### config.mk
export PLATFORM = sky130hd
export DESIGN_NAME = buck_converter_control_logic
export DESIGN_NICKNAME = d
export VERILOG_FILES = /design/src/pkg/buck_ctl_pkg.sv /design/src/pkg/off_timer_if.sv /design/src/verilog/off_timer.sv /design/src/verilog/buck_converter_control_logic.sv
export SDC_FILE = /design/constraint.sdc
export NUM_CORES = 1
export LEC_CHECK = 0
export BUFFER_PORTS_ARGS = -buffer_cell sky130_fd_sc_hd__clkbuf_2
export CELL_PAD_IN_SITES_DETAIL_PLACEMENT = 0
export CELL_PAD_IN_SITES_GLOBAL_PLACEMENT = 2
export CORE_MARGIN = 3
export CORE_UTILIZATION = 34
export DETAILED_ROUTE_END_ITERATION = 10
export PLACE_DENSITY_LB_ADDON = 0.1
export SLEW_MARGIN = 5
export SYNTH_ARGS = -nofsm -noshare
export SYNTH_HDL_FRONTEND = slang
export SYNTH_HIERARCHICAL = 1
export SYNTH_SLANG_ARGS = --single-unit
### constraint.sdc
create_clock -name I_CLK -period 2.3 [get_ports I_CLK]
set_input_delay 0.23 -clock I_CLK [delete_from_list [all_inputs] [get_ports I_CLK]]
set_output_delay 0.23 -clock I_CLK [all_outputs]
set_load 0.02 [all_outputs]
### src/pkg/buck_ctl_pkg.sv
// Shared constants, register map and state types of the converter control logic.
// Assumes a 20 MHz system clock; all times are converted to cycles here.
package buck_ctl_pkg;

  // Clock and timing
  localparam int CLK_MHZ = 20;
  localparam int BOOT_DIS_US = 100;
  localparam int BOOT_DIS_CYC = BOOT_DIS_US * CLK_MHZ;
  localparam int SHORT_OFF_US = 2000;
  localparam int SHORT_OFF_CYC = SHORT_OFF_US * CLK_MHZ;
  localparam int PFM_ON_CYC = 4;
  localparam int PEAK_LIMIT = 16;
  localparam int TMR_W = 16;

  // Register byte offsets
  localparam logic [4:0] OFS_COMMAND = 5'h00;
  localparam logic [4:0] OFS_LEVEL0 = 5'h04;
  localparam logic [4:0] OFS_LEVEL1 = 5'h08;
  localparam logic [4:0] OFS_LIMIT = 5'h0C;
  localparam logic [4:0] OFS_GOOD = 5'h10;
  localparam logic [4:0] OFS_STATUS = 5'h14;

  // Command register fields
  localparam int CMD_PWM0_BIT = 7;
  localparam int CMD_PWM1_BIT = 6;
  localparam int CMD_GATE_BIT = 5;
  localparam int CMD_SLEEP_BIT = 4;
  localparam int CMD_ON0_BIT = 3;
  localparam int CMD_ON1_BIT = 2;

  // Limit configuration fields
  localparam int LIM_PEAK_LSB = 0;
  localparam int LIM_PREW_LSB = 2;
  localparam int LIM_AUTO_RESTART_BIT_BIT = 4;

  // Good indicator register field
  localparam int GOOD_DIS_BIT = 0;

  // Status register fields
  localparam int STA_SHORT_BIT = 0;
  localparam int STA_WARN_BIT = 1;
  localparam int STA_PREW_BIT = 2;
  localparam int STA_HOT_BIT = 3;
  localparam int STA_PFM_BIT = 4;
  localparam int STA_ON_BIT = 5;
  localparam int STA_LOCK_BIT = 6;

  // Reset values
  localparam logic [7:0] RST_COMMAND = 8'h2C;
  localparam logic [7:0] RST_LEVEL = 8'h48;
  localparam logic [4:0] RST_LIMIT = 5'h03;
  localparam logic [0:0] RST_GOOD = 1'h1;

  // Synchronised pin indices
  localparam int PIN_EN = 0;
  localparam int PIN_SEL = 1;
  localparam int PIN_PULLUP = 2;
  localparam int PIN_LOWSUP = 3;
  localparam int PIN_HOT = 4;
  localparam int PIN_WARN = 5;
  localparam int PIN_PREW = 6;
  localparam int PIN_DEMAND = 7;
  localparam int PIN_PEAK = 8;
  localparam int PIN_ZERO = 9;
  localparam int NPIN = 10;

  typedef enum {ST_OFF, ST_RUN, ST_SHORT_WAIT, ST_HOT_WAIT, ST_LOCKED} run_state_t;
  typedef enum {SW_IDLE, SW_HIGH, SW_LOW} sw_phase_t;

endpackage

### src/pkg/off_timer_if.sv
// Handshake between the control logic and its off-period timer.
// Assumes both ends run on the same clock.
`timescale 1ns/1ns
interface off_timer_if;
  import buck_ctl_pkg::*;
  logic clr;
  logic start;
  logic [TMR_W-1:0] load;
  logic done;
  modport ctl (output clr, output start, output load, input done);
  modport tmr (input clr, input start, input load, output done);
endinterface

### src/verilog/off_timer.sv
// One-shot down counter timing the forced off period after a short circuit.
// Assumes start is a one-cycle pulse; done is a one-cycle pulse from a flop.
`timescale 1ns/1ns
module off_timer (
  input wire logic i_clk,
  input wire logic i_rstn,
  input wire logic i_ce,
  off_timer_if.tmr tmr
);
  import buck_ctl_pkg::*;

  logic [TMR_W-1:0] count;

  always_ff @(posedge i_clk or negedge i_rstn)
  begin
    if (!i_rstn)
    begin
      count <= '0;
      tmr.done <= 1'b0;
    end
    else if (i_ce)
    begin
      tmr.done <= 1'b0;
      if (tmr.clr)
        count <= '0;
      else if (tmr.start)
        count <= tmr.load;
      else if (count != '0)
      begin
        count <= count - 1'b1;
        tmr.done <= (count == {{(TMR_W-1){1'b0}}, 1'b1});
      end
    end
  end

endmodule

### src/verilog/buck_converter_control_logic.sv
// Digital control of a step-down converter: mode choice, switch drive, peak
// limit counting, short and thermal shutdown, enable and sleep logic.
// Assumes analog comparators and pins arrive asynchronously; Avalon-MM slave.
//
// Implementation choices: the address map and the Avalon-MM slave port.
`timescale 1ns/1ns

module buck_converter_control_logic #(
  parameter int SHORT_OFF_CYCLES = buck_ctl_pkg::SHORT_OFF_CYC
) (
  input wire logic I_CLK,
  input wire logic I_RSTN,
  input wire logic I_CE,
  input wire logic I_EN_PIN,
  input wire logic I_SET_SELECT_PIN,
  input wire logic I_PULLUP_DET,
  input wire logic I_LOW_SUPPLY_LOCKOUT,
  input wire logic I_OVERHEAT_SHUTDOWN,
  input wire logic I_WARN_HOT,
  input wire logic I_PREWARN_HOT,
  input wire logic I_HS_DEMAND,
  input wire logic I_PEAK_CMP,
  input wire logic I_ZERO_CMP,
  input wire logic [4:0] I_AVS_ADDRESS,
  input wire logic I_AVS_READ,
  input wire logic I_AVS_WRITE,
  input wire logic [31:0] I_AVS_WRITEDATA,
  input wire logic [3:0] I_AVS_BYTEENABLE,
  output logic [31:0] O_AVS_READDATA,
  output logic O_AVS_WAITREQUEST,
  output logic O_HS_ON,
  output logic O_LS_ON,
  output logic O_PULSE_SKIP_MODE,
  output logic O_CONV_ON,
  output logic O_SEQ_START,
  output logic O_SLEEP,
  output logic O_OFF_MODE,
  output logic O_DISCHARGE,
  output logic [7:0] O_TARGET_LEVEL,
  output logic [1:0] O_PEAK_CODE,
  output logic [1:0] O_PREWARN_CODE,
  output logic O_SHORT_CIRCUIT_EVENT
);
  import buck_ctl_pkg::*;

  if (SHORT_OFF_CYCLES < 1 || SHORT_OFF_CYCLES > 65535)
  begin : g_chk
    $error("SHORT_OFF_CYCLES must fit the 16-bit off timer");
  end

  // Two-flop synchronisers for every asynchronous input
  logic [NPIN-1:0] pin_raw;
  logic [NPIN-1:0] pin_meta;
  logic [NPIN-1:0] pin_s;
  assign pin_raw = {I_ZERO_CMP, I_PEAK_CMP, I_HS_DEMAND, I_PREWARN_HOT, I_WARN_HOT,
                    I_OVERHEAT_SHUTDOWN, I_LOW_SUPPLY_LOCKOUT, I_PULLUP_DET,
                    I_SET_SELECT_PIN, I_EN_PIN};
  genvar g;
  for (g = 0; g < NPIN; g++)
  begin : g_sync
    always_ff @(posedge I_CLK or negedge I_RSTN)
    begin
      if (!I_RSTN)
      begin
        pin_meta[g] <= 1'b0;
        pin_s[g] <= 1'b0;
      end
      else if (I_CE)
      begin
        pin_meta[g] <= pin_raw[g];
        pin_s[g] <= pin_meta[g];
      end
    end
  end

  logic en_s, sel_s, low_s, hot_s, dem_s, peak_s, zero_s;
  assign en_s = pin_s[PIN_EN];
  assign sel_s = pin_s[PIN_SEL];
  assign low_s = pin_s[PIN_LOWSUP];
  assign hot_s = pin_s[PIN_HOT];
  assign dem_s = pin_s[PIN_DEMAND];
  assign peak_s = pin_s[PIN_PEAK];
  assign zero_s = pin_s[PIN_ZERO];

  // Registers
  logic [7:0] command, level_register_set0, level_register_set1;
  logic [4:0] limit_config_register;
  logic [0:0] good_indicator_register;
  logic short_circuit_event, warn_evt, prewarn_evt, hot_evt;
  logic warn_d, prewarn_d, hot_d, en_d;
  run_state_t run_q, next_run;
  sw_phase_t sw_q, next_sw;
  logic pfm_q, next_pfm;
  logic [3:0] peak_cnt;
  logic [2:0] on_cnt;
  logic [10:0] boot_cnt;
  off_timer_if tmr_if ();

  // Set selection: set 0 only when gated and select pin low
  logic use_set0, on_eff, forced_eff, auto_restart_bit, output_discharge_enable;
  assign use_set0 = command[CMD_GATE_BIT] && !sel_s;
  assign on_eff = use_set0 ? command[CMD_ON0_BIT] : command[CMD_ON1_BIT];
  assign forced_eff = use_set0 ? command[CMD_PWM0_BIT] : command[CMD_PWM1_BIT];
  assign auto_restart_bit = limit_config_register[LIM_AUTO_RESTART_BIT_BIT];
  assign output_discharge_enable = good_indicator_register[GOOD_DIS_BIT];

  function automatic logic [31:0] reg_read(input logic [4:0] a);
    logic [31:0] d;
    d = '0;
    if (a == OFS_COMMAND)
      d[7:0] = command;
    else if (a == OFS_LEVEL0)
      d[7:0] = level_register_set0;
    else if (a == OFS_LEVEL1)
      d[7:0] = level_register_set1;
    else if (a == OFS_LIMIT)
      d[4:0] = limit_config_register;
    else if (a == OFS_GOOD)
      d[0] = good_indicator_register[0];
    else if (a == OFS_STATUS)
    begin
      d[STA_SHORT_BIT] = short_circuit_event;
      d[STA_WARN_BIT] = warn_evt;
      d[STA_PREW_BIT] = prewarn_evt;
      d[STA_HOT_BIT] = hot_evt;
      d[STA_PFM_BIT] = pfm_q;
      d[STA_ON_BIT] = O_CONV_ON;
      d[STA_LOCK_BIT] = (run_q == ST_LOCKED);
    end
    return d;
  endfunction

  // Avalon slave: one wait cycle, write lands on the edge waitrequest is low
  logic wr_take, sta_clr_any;
  logic [3:0] sta_clr;
  assign wr_take = I_AVS_WRITE && !O_AVS_WAITREQUEST && I_AVS_BYTEENABLE[0];
  assign sta_clr_any = wr_take && (I_AVS_ADDRESS == OFS_STATUS);
  assign sta_clr = sta_clr_any ? I_AVS_WRITEDATA[3:0] : 4'h0;

  always_ff @(posedge I_CLK or negedge I_RSTN)
  begin
    if (!I_RSTN)
    begin
      O_AVS_WAITREQUEST <= 1'b1;
      O_AVS_READDATA <= 32'h0000_0000;
    end
    else if (I_CE)
    begin
      if ((I_AVS_READ || I_AVS_WRITE) && O_AVS_WAITREQUEST)
      begin
        O_AVS_WAITREQUEST <= 1'b0;
        O_AVS_READDATA <= I_AVS_READ ? reg_read(I_AVS_ADDRESS) : 32'h0000_0000;
      end
      else
        O_AVS_WAITREQUEST <= 1'b1;
    end
  end

  // Lockout clears the registers; the enable pin never does
  always_ff @(posedge I_CLK or negedge I_RSTN)
  begin
    if (!I_RSTN)
    begin
      command <= RST_COMMAND;
      level_register_set0 <= RST_LEVEL;
      level_register_set1 <= RST_LEVEL;
      limit_config_register <= RST_LIMIT;
      good_indicator_register <= RST_GOOD;
    end
    else if (I_CE)
    begin
      if (low_s)
      begin
        command <= RST_COMMAND;
        level_register_set0 <= RST_LEVEL;
        level_register_set1 <= RST_LEVEL;
        limit_config_register <= RST_LIMIT;
        good_indicator_register <= RST_GOOD;
      end
      else if (wr_take)
      begin
        if (I_AVS_ADDRESS == OFS_COMMAND)
          command <= {I_AVS_WRITEDATA[7:2], 2'b00};
        else if (I_AVS_ADDRESS == OFS_LEVEL0)
          level_register_set0 <= I_AVS_WRITEDATA[7:0];
        else if (I_AVS_ADDRESS == OFS_LEVEL1)
          level_register_set1 <= I_AVS_WRITEDATA[7:0];
        else if (I_AVS_ADDRESS == OFS_LIMIT)
          limit_config_register <= I_AVS_WRITEDATA[4:0];
        else if (I_AVS_ADDRESS == OFS_GOOD)
          good_indicator_register <= I_AVS_WRITEDATA[0:0];
      end
    end
  end

  // Switching phase and mode
  logic short_trip;
  assign short_trip = (run_q == ST_RUN) && (sw_q == SW_HIGH) && peak_s
                      && (peak_cnt == 4'(PEAK_LIMIT - 1));

  always_comb
  begin
    next_sw = sw_q;
    next_pfm = forced_eff ? 1'b0 : pfm_q;
    if (next_run != ST_RUN)
      next_sw = SW_IDLE;
    else
    begin
      case (sw_q)
        SW_IDLE:
          if (dem_s)
            next_sw = SW_HIGH;
        SW_HIGH:
          if (peak_s)
            next_sw = SW_LOW;
          else if (pfm_q && on_cnt == 3'(PFM_ON_CYC - 1))
            next_sw = SW_LOW;
          else if (!pfm_q && !dem_s)
            next_sw = SW_LOW;
        SW_LOW:
          if (zero_s)
          begin
            next_sw = SW_IDLE;
            next_pfm = !forced_eff;
          end
          else if (dem_s)
          begin
            next_sw = SW_HIGH;
            next_pfm = 1'b0;
          end
        default:
          next_sw = SW_IDLE;
      endcase
    end
  end

  always_ff @(posedge I_CLK or negedge I_RSTN)
  begin
    if (!I_RSTN)
    begin
      sw_q <= SW_IDLE;
      pfm_q <= 1'b0;
      on_cnt <= 3'h0;
      O_HS_ON <= 1'b0;
      O_LS_ON <= 1'b0;
      O_PULSE_SKIP_MODE <= 1'b0;
    end
    else if (I_CE)
    begin
      if (low_s)
      begin
        sw_q <= SW_IDLE;
        pfm_q <= 1'b0;
        on_cnt <= 3'h0;
        O_HS_ON <= 1'b0;
        O_LS_ON <= 1'b0;
        O_PULSE_SKIP_MODE <= 1'b0;
      end
      else
      begin
        sw_q <= next_sw;
        pfm_q <= next_pfm;
        on_cnt <= (next_sw == SW_HIGH && sw_q == SW_HIGH) ? on_cnt + 3'h1 : 3'h0;
        O_HS_ON <= (next_sw == SW_HIGH);
        // Pulse-skip lets the low side rest at zero current; fixed mode rectifies
        if (next_run != ST_RUN)
          O_LS_ON <= 1'b0;
        else if (next_pfm)
          O_LS_ON <= (next_sw == SW_LOW);
        else
          O_LS_ON <= (next_sw != SW_HIGH);
        O_PULSE_SKIP_MODE <= next_pfm;
      end
    end
  end

  // Consecutive peak counter
  always_ff @(posedge I_CLK or negedge I_RSTN)
  begin
    if (!I_RSTN)
      peak_cnt <= 4'h0;
    else if (I_CE)
    begin
      if (low_s || run_q != ST_RUN)
        peak_cnt <= 4'h0;
      else if (sw_q == SW_HIGH && next_sw != SW_HIGH)
        peak_cnt <= peak_s ? peak_cnt + 4'h1 : 4'h0;
    end
  end

  // Run state: enable, overheat and short circuit shutdown
  always_comb
  begin
    next_run = run_q;
    case (run_q)
      ST_OFF:
        if (en_s && on_eff)
          next_run = ST_RUN;
      ST_RUN:
        if (!en_s || !on_eff)
          next_run = ST_OFF;
        else if (hot_s)
          next_run = ST_HOT_WAIT;
        else if (short_trip)
          next_run = ST_SHORT_WAIT;
      ST_HOT_WAIT:
        if (!hot_s)
          next_run = auto_restart_bit ? ST_OFF : ST_LOCKED;
      ST_SHORT_WAIT:
        if (tmr_if.done)
          next_run = auto_restart_bit ? ST_OFF : ST_LOCKED;
      ST_LOCKED:
        if (!en_s)
          next_run = ST_OFF;
      default:
        next_run = ST_OFF;
    endcase
  end

  assign tmr_if.clr = low_s;
  assign tmr_if.load = TMR_W'(SHORT_OFF_CYCLES);

  always_ff @(posedge I_CLK or negedge I_RSTN)
  begin
    if (!I_RSTN)
    begin
      run_q <= ST_OFF;
      tmr_if.start <= 1'b0;
      en_d <= 1'b0;
      O_CONV_ON <= 1'b0;
      O_SEQ_START <= 1'b0;
    end
    else if (I_CE)
    begin
      if (low_s)
      begin
        run_q <= ST_OFF;
        tmr_if.start <= 1'b0;
        en_d <= 1'b0;
        O_CONV_ON <= 1'b0;
        O_SEQ_START <= 1'b0;
      end
      else
      begin
        run_q <= next_run;
        tmr_if.start <= short_trip;
        en_d <= en_s;
        O_CONV_ON <= (next_run == ST_RUN);
        O_SEQ_START <= en_s && !en_d && (run_q != ST_LOCKED);
      end
    end
  end

  off_timer u_off_timer (
    .i_clk(I_CLK),
    .i_rstn(I_RSTN),
    .i_ce(I_CE),
    .tmr(tmr_if.tmr)
  );

  // Sticky events; a new event wins over a clear in the same cycle
  always_ff @(posedge I_CLK or negedge I_RSTN)
  begin
    if (!I_RSTN)
    begin
      {short_circuit_event, warn_evt, prewarn_evt, hot_evt} <= 4'h0;
      {warn_d, prewarn_d, hot_d} <= 3'h0;
      O_SHORT_CIRCUIT_EVENT <= 1'b0;
    end
    else if (I_CE)
    begin
      if (low_s)
      begin
        {short_circuit_event, warn_evt, prewarn_evt, hot_evt} <= 4'h0;
        {warn_d, prewarn_d, hot_d} <= 3'h0;
        O_SHORT_CIRCUIT_EVENT <= 1'b0;
      end
      else
      begin
        warn_d <= pin_s[PIN_WARN];
        prewarn_d <= pin_s[PIN_PREW];
        hot_d <= hot_s;
        short_circuit_event <= short_trip || (short_circuit_event && !sta_clr[0]);
        O_SHORT_CIRCUIT_EVENT <= short_trip || (short_circuit_event && !sta_clr[0]);
        warn_evt <= (pin_s[PIN_WARN] && !warn_d) || (warn_evt && !sta_clr[1]);
        prewarn_evt <= (pin_s[PIN_PREW] && !prewarn_d)
                       || (prewarn_evt && !sta_clr[2]);
        hot_evt <= (hot_s && !hot_d) || (hot_evt && !sta_clr[3]);
      end
    end
  end

  // Boot discharge window, sleep/off modes and analog settings
  always_ff @(posedge I_CLK or negedge I_RSTN)
  begin
    if (!I_RSTN)
    begin
      boot_cnt <= 11'h000;
      O_DISCHARGE <= 1'b0;
      O_SLEEP <= 1'b0;
      O_OFF_MODE <= 1'b0;
      O_TARGET_LEVEL <= RST_LEVEL;
      O_PEAK_CODE <= RST_LIMIT[LIM_PEAK_LSB +: 2];
      O_PREWARN_CODE <= RST_LIMIT[LIM_PREW_LSB +: 2];
    end
    else if (I_CE)
    begin
      if (low_s)
        boot_cnt <= 11'h000;
      else if (boot_cnt != 11'(BOOT_DIS_CYC))
        boot_cnt <= boot_cnt + 11'h001;
      // With the good indicator discharge bit set, discharge during the boot window, and after it whenever the converter is not set to run
      O_DISCHARGE <= output_discharge_enable
                     && (boot_cnt != 11'(BOOT_DIS_CYC) || next_run != ST_RUN);
      if (!en_s)
      begin
        O_SLEEP <= command[CMD_SLEEP_BIT] || sel_s || pin_s[PIN_PULLUP];
        O_OFF_MODE <= !(command[CMD_SLEEP_BIT] || sel_s || pin_s[PIN_PULLUP]);
      end
      else
      begin
        O_SLEEP <= !on_eff;
        O_OFF_MODE <= 1'b0;
      end
      O_TARGET_LEVEL <= use_set0 ? level_register_set0 : level_register_set1;
      O_PEAK_CODE <= limit_config_register[LIM_PEAK_LSB +: 2];
      O_PREWARN_CODE <= limit_config_register[LIM_PREW_LSB +: 2];
    end
  end
endmodule

==> impl_metrics.json <==
{
  "setup_slack_ns": -0.138,
  "track_usage_pct": 15.9,
  "synth_seq_area_share_pct": 53.3,
  "period_share_pct": 106,
  "finalHoldViolCount": 0,
  "required_ns": 2.64,
  "final_cells": 1286,
  "initial_core_util_pct": 35.2,
  "first_pass_iters": 5,
  "synthArstFlopShare_pct": 100,
  "max_freq_mhz": 410,
  "slew_violations": 0,
  "r2r_slack_ns": -0.14,
  "via_count": 6346,
  "synth-warning-count": 6,
  "grt_pass1_vias": 6551,
  "die_y_um": 166,
  "dr.first_iter.drc_count": 352,
  "placedCellCount": 1249,
  "holdCritPathClass": "primary input to flip-flop",
  "layout.nets": 1012,
  "row_count": 57,
  "worstRegToRegCells": 9,
  "antenna_found_initial": 0,
  "design.core.area_um2": 24700,
  "status": "finished with violations",
  "cts_buffers": 17,
  "synth_area_leaders": "dfrtp_1 49%, mux2_2 5.2%, nor2b_1 5.2%",
  "post-route-util_pct": 42.3,
  "cts_buffer_depth": 2,
  "hold_ws_ns": 0.0284,
  "synth.top_cell.area_share_pct": 48.8,
  "viasPerCell": 4.93,
  "hold_depth": 2,
  "fin_crit_ns": 2.44,
  "drc": 0,
  "ys.flop_type": "dfrtp_1",
  "syn-instance-count": 844,
  "synth_area_per_cell_um2": 10.3,
  "tightest_slew_ns": 0.888,
  "cts_tree": "done",
  "yosysTopAreaCell": "dfrtp_1",
  "die_area_um2": 27600,
  "p_leak_nw": 4.81,
  "io_buffer_count": 58,
  "area_delta_synth_final_pct": 20.1,
  "endpoint_kind": "flip-flop",
  "synth_cell_type_count": 75,
  "maxCapViolations": 0,
  "cp_max_fo": 5,
  "htree_levels": 4,
  "ir_drop_mv": 0.478,
  "reg2reg_to": "on_cnt[0]$_DFFE_PN0P_",
  "routed_wl_mm": 21.3,
  "drive_gt1_share_pct": 26.1,
  "power_frac_comb_pct": 25.4,
  "hp-start": "I_PREWARN_HOT",
  "hpwlAfterDp_mm": 15.2,
  "ant_nets": 0,
  "timing.slew.headroom_pct": 40.6,
  "critPathKind": "flip-flop to flip-flop",
  "root_buffer": "clkbuf_16",
  "internal_power_mw": 6.68,
  "globalRoute.totalOverflow": 0,
  "arrival_ns": 2.78,
  "finalSetupViolCount": 8,
  "synth_seq_cells": 185,
  "fillers": 2395,
  "start_kind": "flip-flop",
  "min_to": "pin_meta[6]$_DFFE_PN0P_",
  "power_frac_seq_pct": 42.5,
  "synth-edff-count": 0,
  "diodes": 0,
  "fin_skew_ns": 0.0158,
  "powerDensity_nw_per_um2": 960,
  "clockPowerShare_pct": 32.1,
  "syn_area_um2": 8710,
  "p_sw_share_pct": 33.6,
  "grt_pass1_wl_mm": 35.9,
  "preCtsSetupSlack_ns": -0.245,
  "place_congestion": 0.797,
  "power.switching_mw": 3.37,
  "clk_pin_slew_ns": 0.07,
  "grt_setup_unrepaired": "true",
  "fp.dieW_um": 166,
  "reg2reg_from": "run_q[7]$_DFFE_PN0P_",
  "clk_latency_ns": 0.43,
  "violations": "negative setup slack",
  "avgRoutedWirePerCell_um": 16.6,
  "grt_max_degree": 68,
  "cts.sinks": 185,
  "power_mw": 10.0,
  "ioPinCount": 110
}
-- through the flow --
step | instance area [um2] | TNS, ns
2_1_floorplan | 8860 | 0
3_3_place_gp | 9620 | -1.58
3_5_place_dp | 9620 | -2.46
4_1_cts | 10400 | -0.770
5_1_grt | 10500 | -2.93
6_report | 10500 | -0.497
-- worst max-delay path, cell delays in order, from the launching register on --
cell and delay [ns]:
dfrtp_1 0.41, nor4_4 0.30, nand4_1 0.19, or2_4 0.30
nor3_4 0.17, o41ai_4 0.10, buf_4 0.16, or3_4 0.35
or2_1 0.24, mux2i_1 0.14
-- logic make-up (layout without fill, tap and decap cells) --
| kind of cell | after synthesis | in the layout | synth area share (%) |
|---|---|---|---|
| other | 2 | 41 | 0.0862 |
| AND/OR/NAND/NOR | 316 | 316 | 19.5 |
| adder cells (fa/ha/maj) | 7 | 7 | 1.00 |
| multiplexers | 53 | 53 | 6.66 |
| buffers and inverters | 103 | 182 | 6.02 |
| XOR/XNOR | 4 | 4 | 0.402 |
| flip-flops | 185 | 185 | 53.3 |
| AO/OA/AOI/OAI | 174 | 174 | 13.0 |
-- power by group through the flow --
stage / Clock [mW] / Combinational, mW / Sequential [mW]
CTS: 3.33 / 2.55 / 4.28
detailed placement: 0 / 2.49 / 4.34
global placement: 0 / 2.46 / 4.32
floorplan: 0 / 1.67 / 4.32
finish: 3.23 / 2.55 / 4.27
global route: 3.47 / 2.85 / 4.37
-- registers in the layout, summed over array words and instances, names as in the netlist, 4 cells and up --
signal and cells:
u_off_timer/count 16, level_register_set1 8, boot_cnt 11, level_register_set0 8
O_TARGET_LEVEL 8, command 6, run_q 32, peak_cnt 4
O_AVS_READDATA 8, pin_meta 10, sw_q 32, limit_config_register 5
-- routing by layer --
layer,vias to the layer above,share of wire (%),GRT usage [%]
li1,3101,-,-
met1,3123,50,23.0
met2,109,46,25.1
met3,13,3.6,2.90
met4,0,0.85,3.65
met5,-,0,0
-- how the worst max path moves through the flow --
stage | from | depth (start not counted) | to
global placement | sw_q[26]$_DFFE_PN0P_ | 8 | peak_cnt[1]$_DFFE_PN0P_
detailed placement | sw_q[9]$_DFFE_PN0P_ | 8 | peak_cnt[1]$_DFFE_PN0P_
finish | run_q[7]$_DFFE_PN0P_ | 9 | on_cnt[0]$_DFFE_PN0P_
global route | sw_q[11]$_DFFE_PN0P_ | 9 | O_LS_ON$_DFFE_PN0P_
floorplan | command[5]$_DFFE_PN1P_ | 9 | peak_cnt[1]$_DFFE_PN0P_
CTS | command[5]$_DFFE_PN1P_ | 8 | O_LS_ON$_DFFE_PN0P_
-- timing repair --
item / CTS / global route
endpoints found under the hold margin: 58 / 0
gates resized for setup: 22 / 18
hold buffers: 1 / 0
pin swaps: 9 / 11
setup endpoints to repair: 15 / 17
setup buffers: 2 / 3
-- synthesized netlist by cell type (3+ instances only) --
cell,instances
a32oi_1,3
clkbuf_1,28
or2_2,4
nor2_1,88
nor2b_1,72
a31oi_1,5
or3_1,4
mux2_2,40
nor4_1,20
o31ai_1,4
nand3_1,17
ha_1,7
inv_1,39
a22oi_1,5
a22o_1,4
xor2_1,3
a21oi_1,47
buf_6,3
nor3_1,16
or4_1,6
a211oi_1,3
buf_2,4
and3_1,7
o21ai_2,7
nand2_1,45
nand4_1,12
o22ai_1,10
o21ai_0,57
mux2i_1,13
dfstp_2,15
dfrtp_1,170
buf_4,25
a221oi_1,3
-- layout make-up --
class                   instances  area, um2  share of cell area, %
clock buffers                  17        425                   4.06
clock inverters                15        229                   2.19
inverters                      39        146                   1.40
multi-input cells             595       3830                   36.6
flip-flops and latches        185       4650                   44.4
well taps                     324        405                   3.87
repair buffers                111        779                   7.45
-- cell usage in the layout, fill, tap and decap left out, types with 16 or more instances in the layout --
cell and n:
dfrtp_1 170, nor2_1 86, nor2b_1 71, clkbuf_2 56, o21ai_0 51, a21oi_1 46
nand2_1 44, buf_4 44, conb_1 41, mux2_2 40, inv_1 39, clkbuf_16 17
nand3_1 16
(Power assumes the default switching activity.)
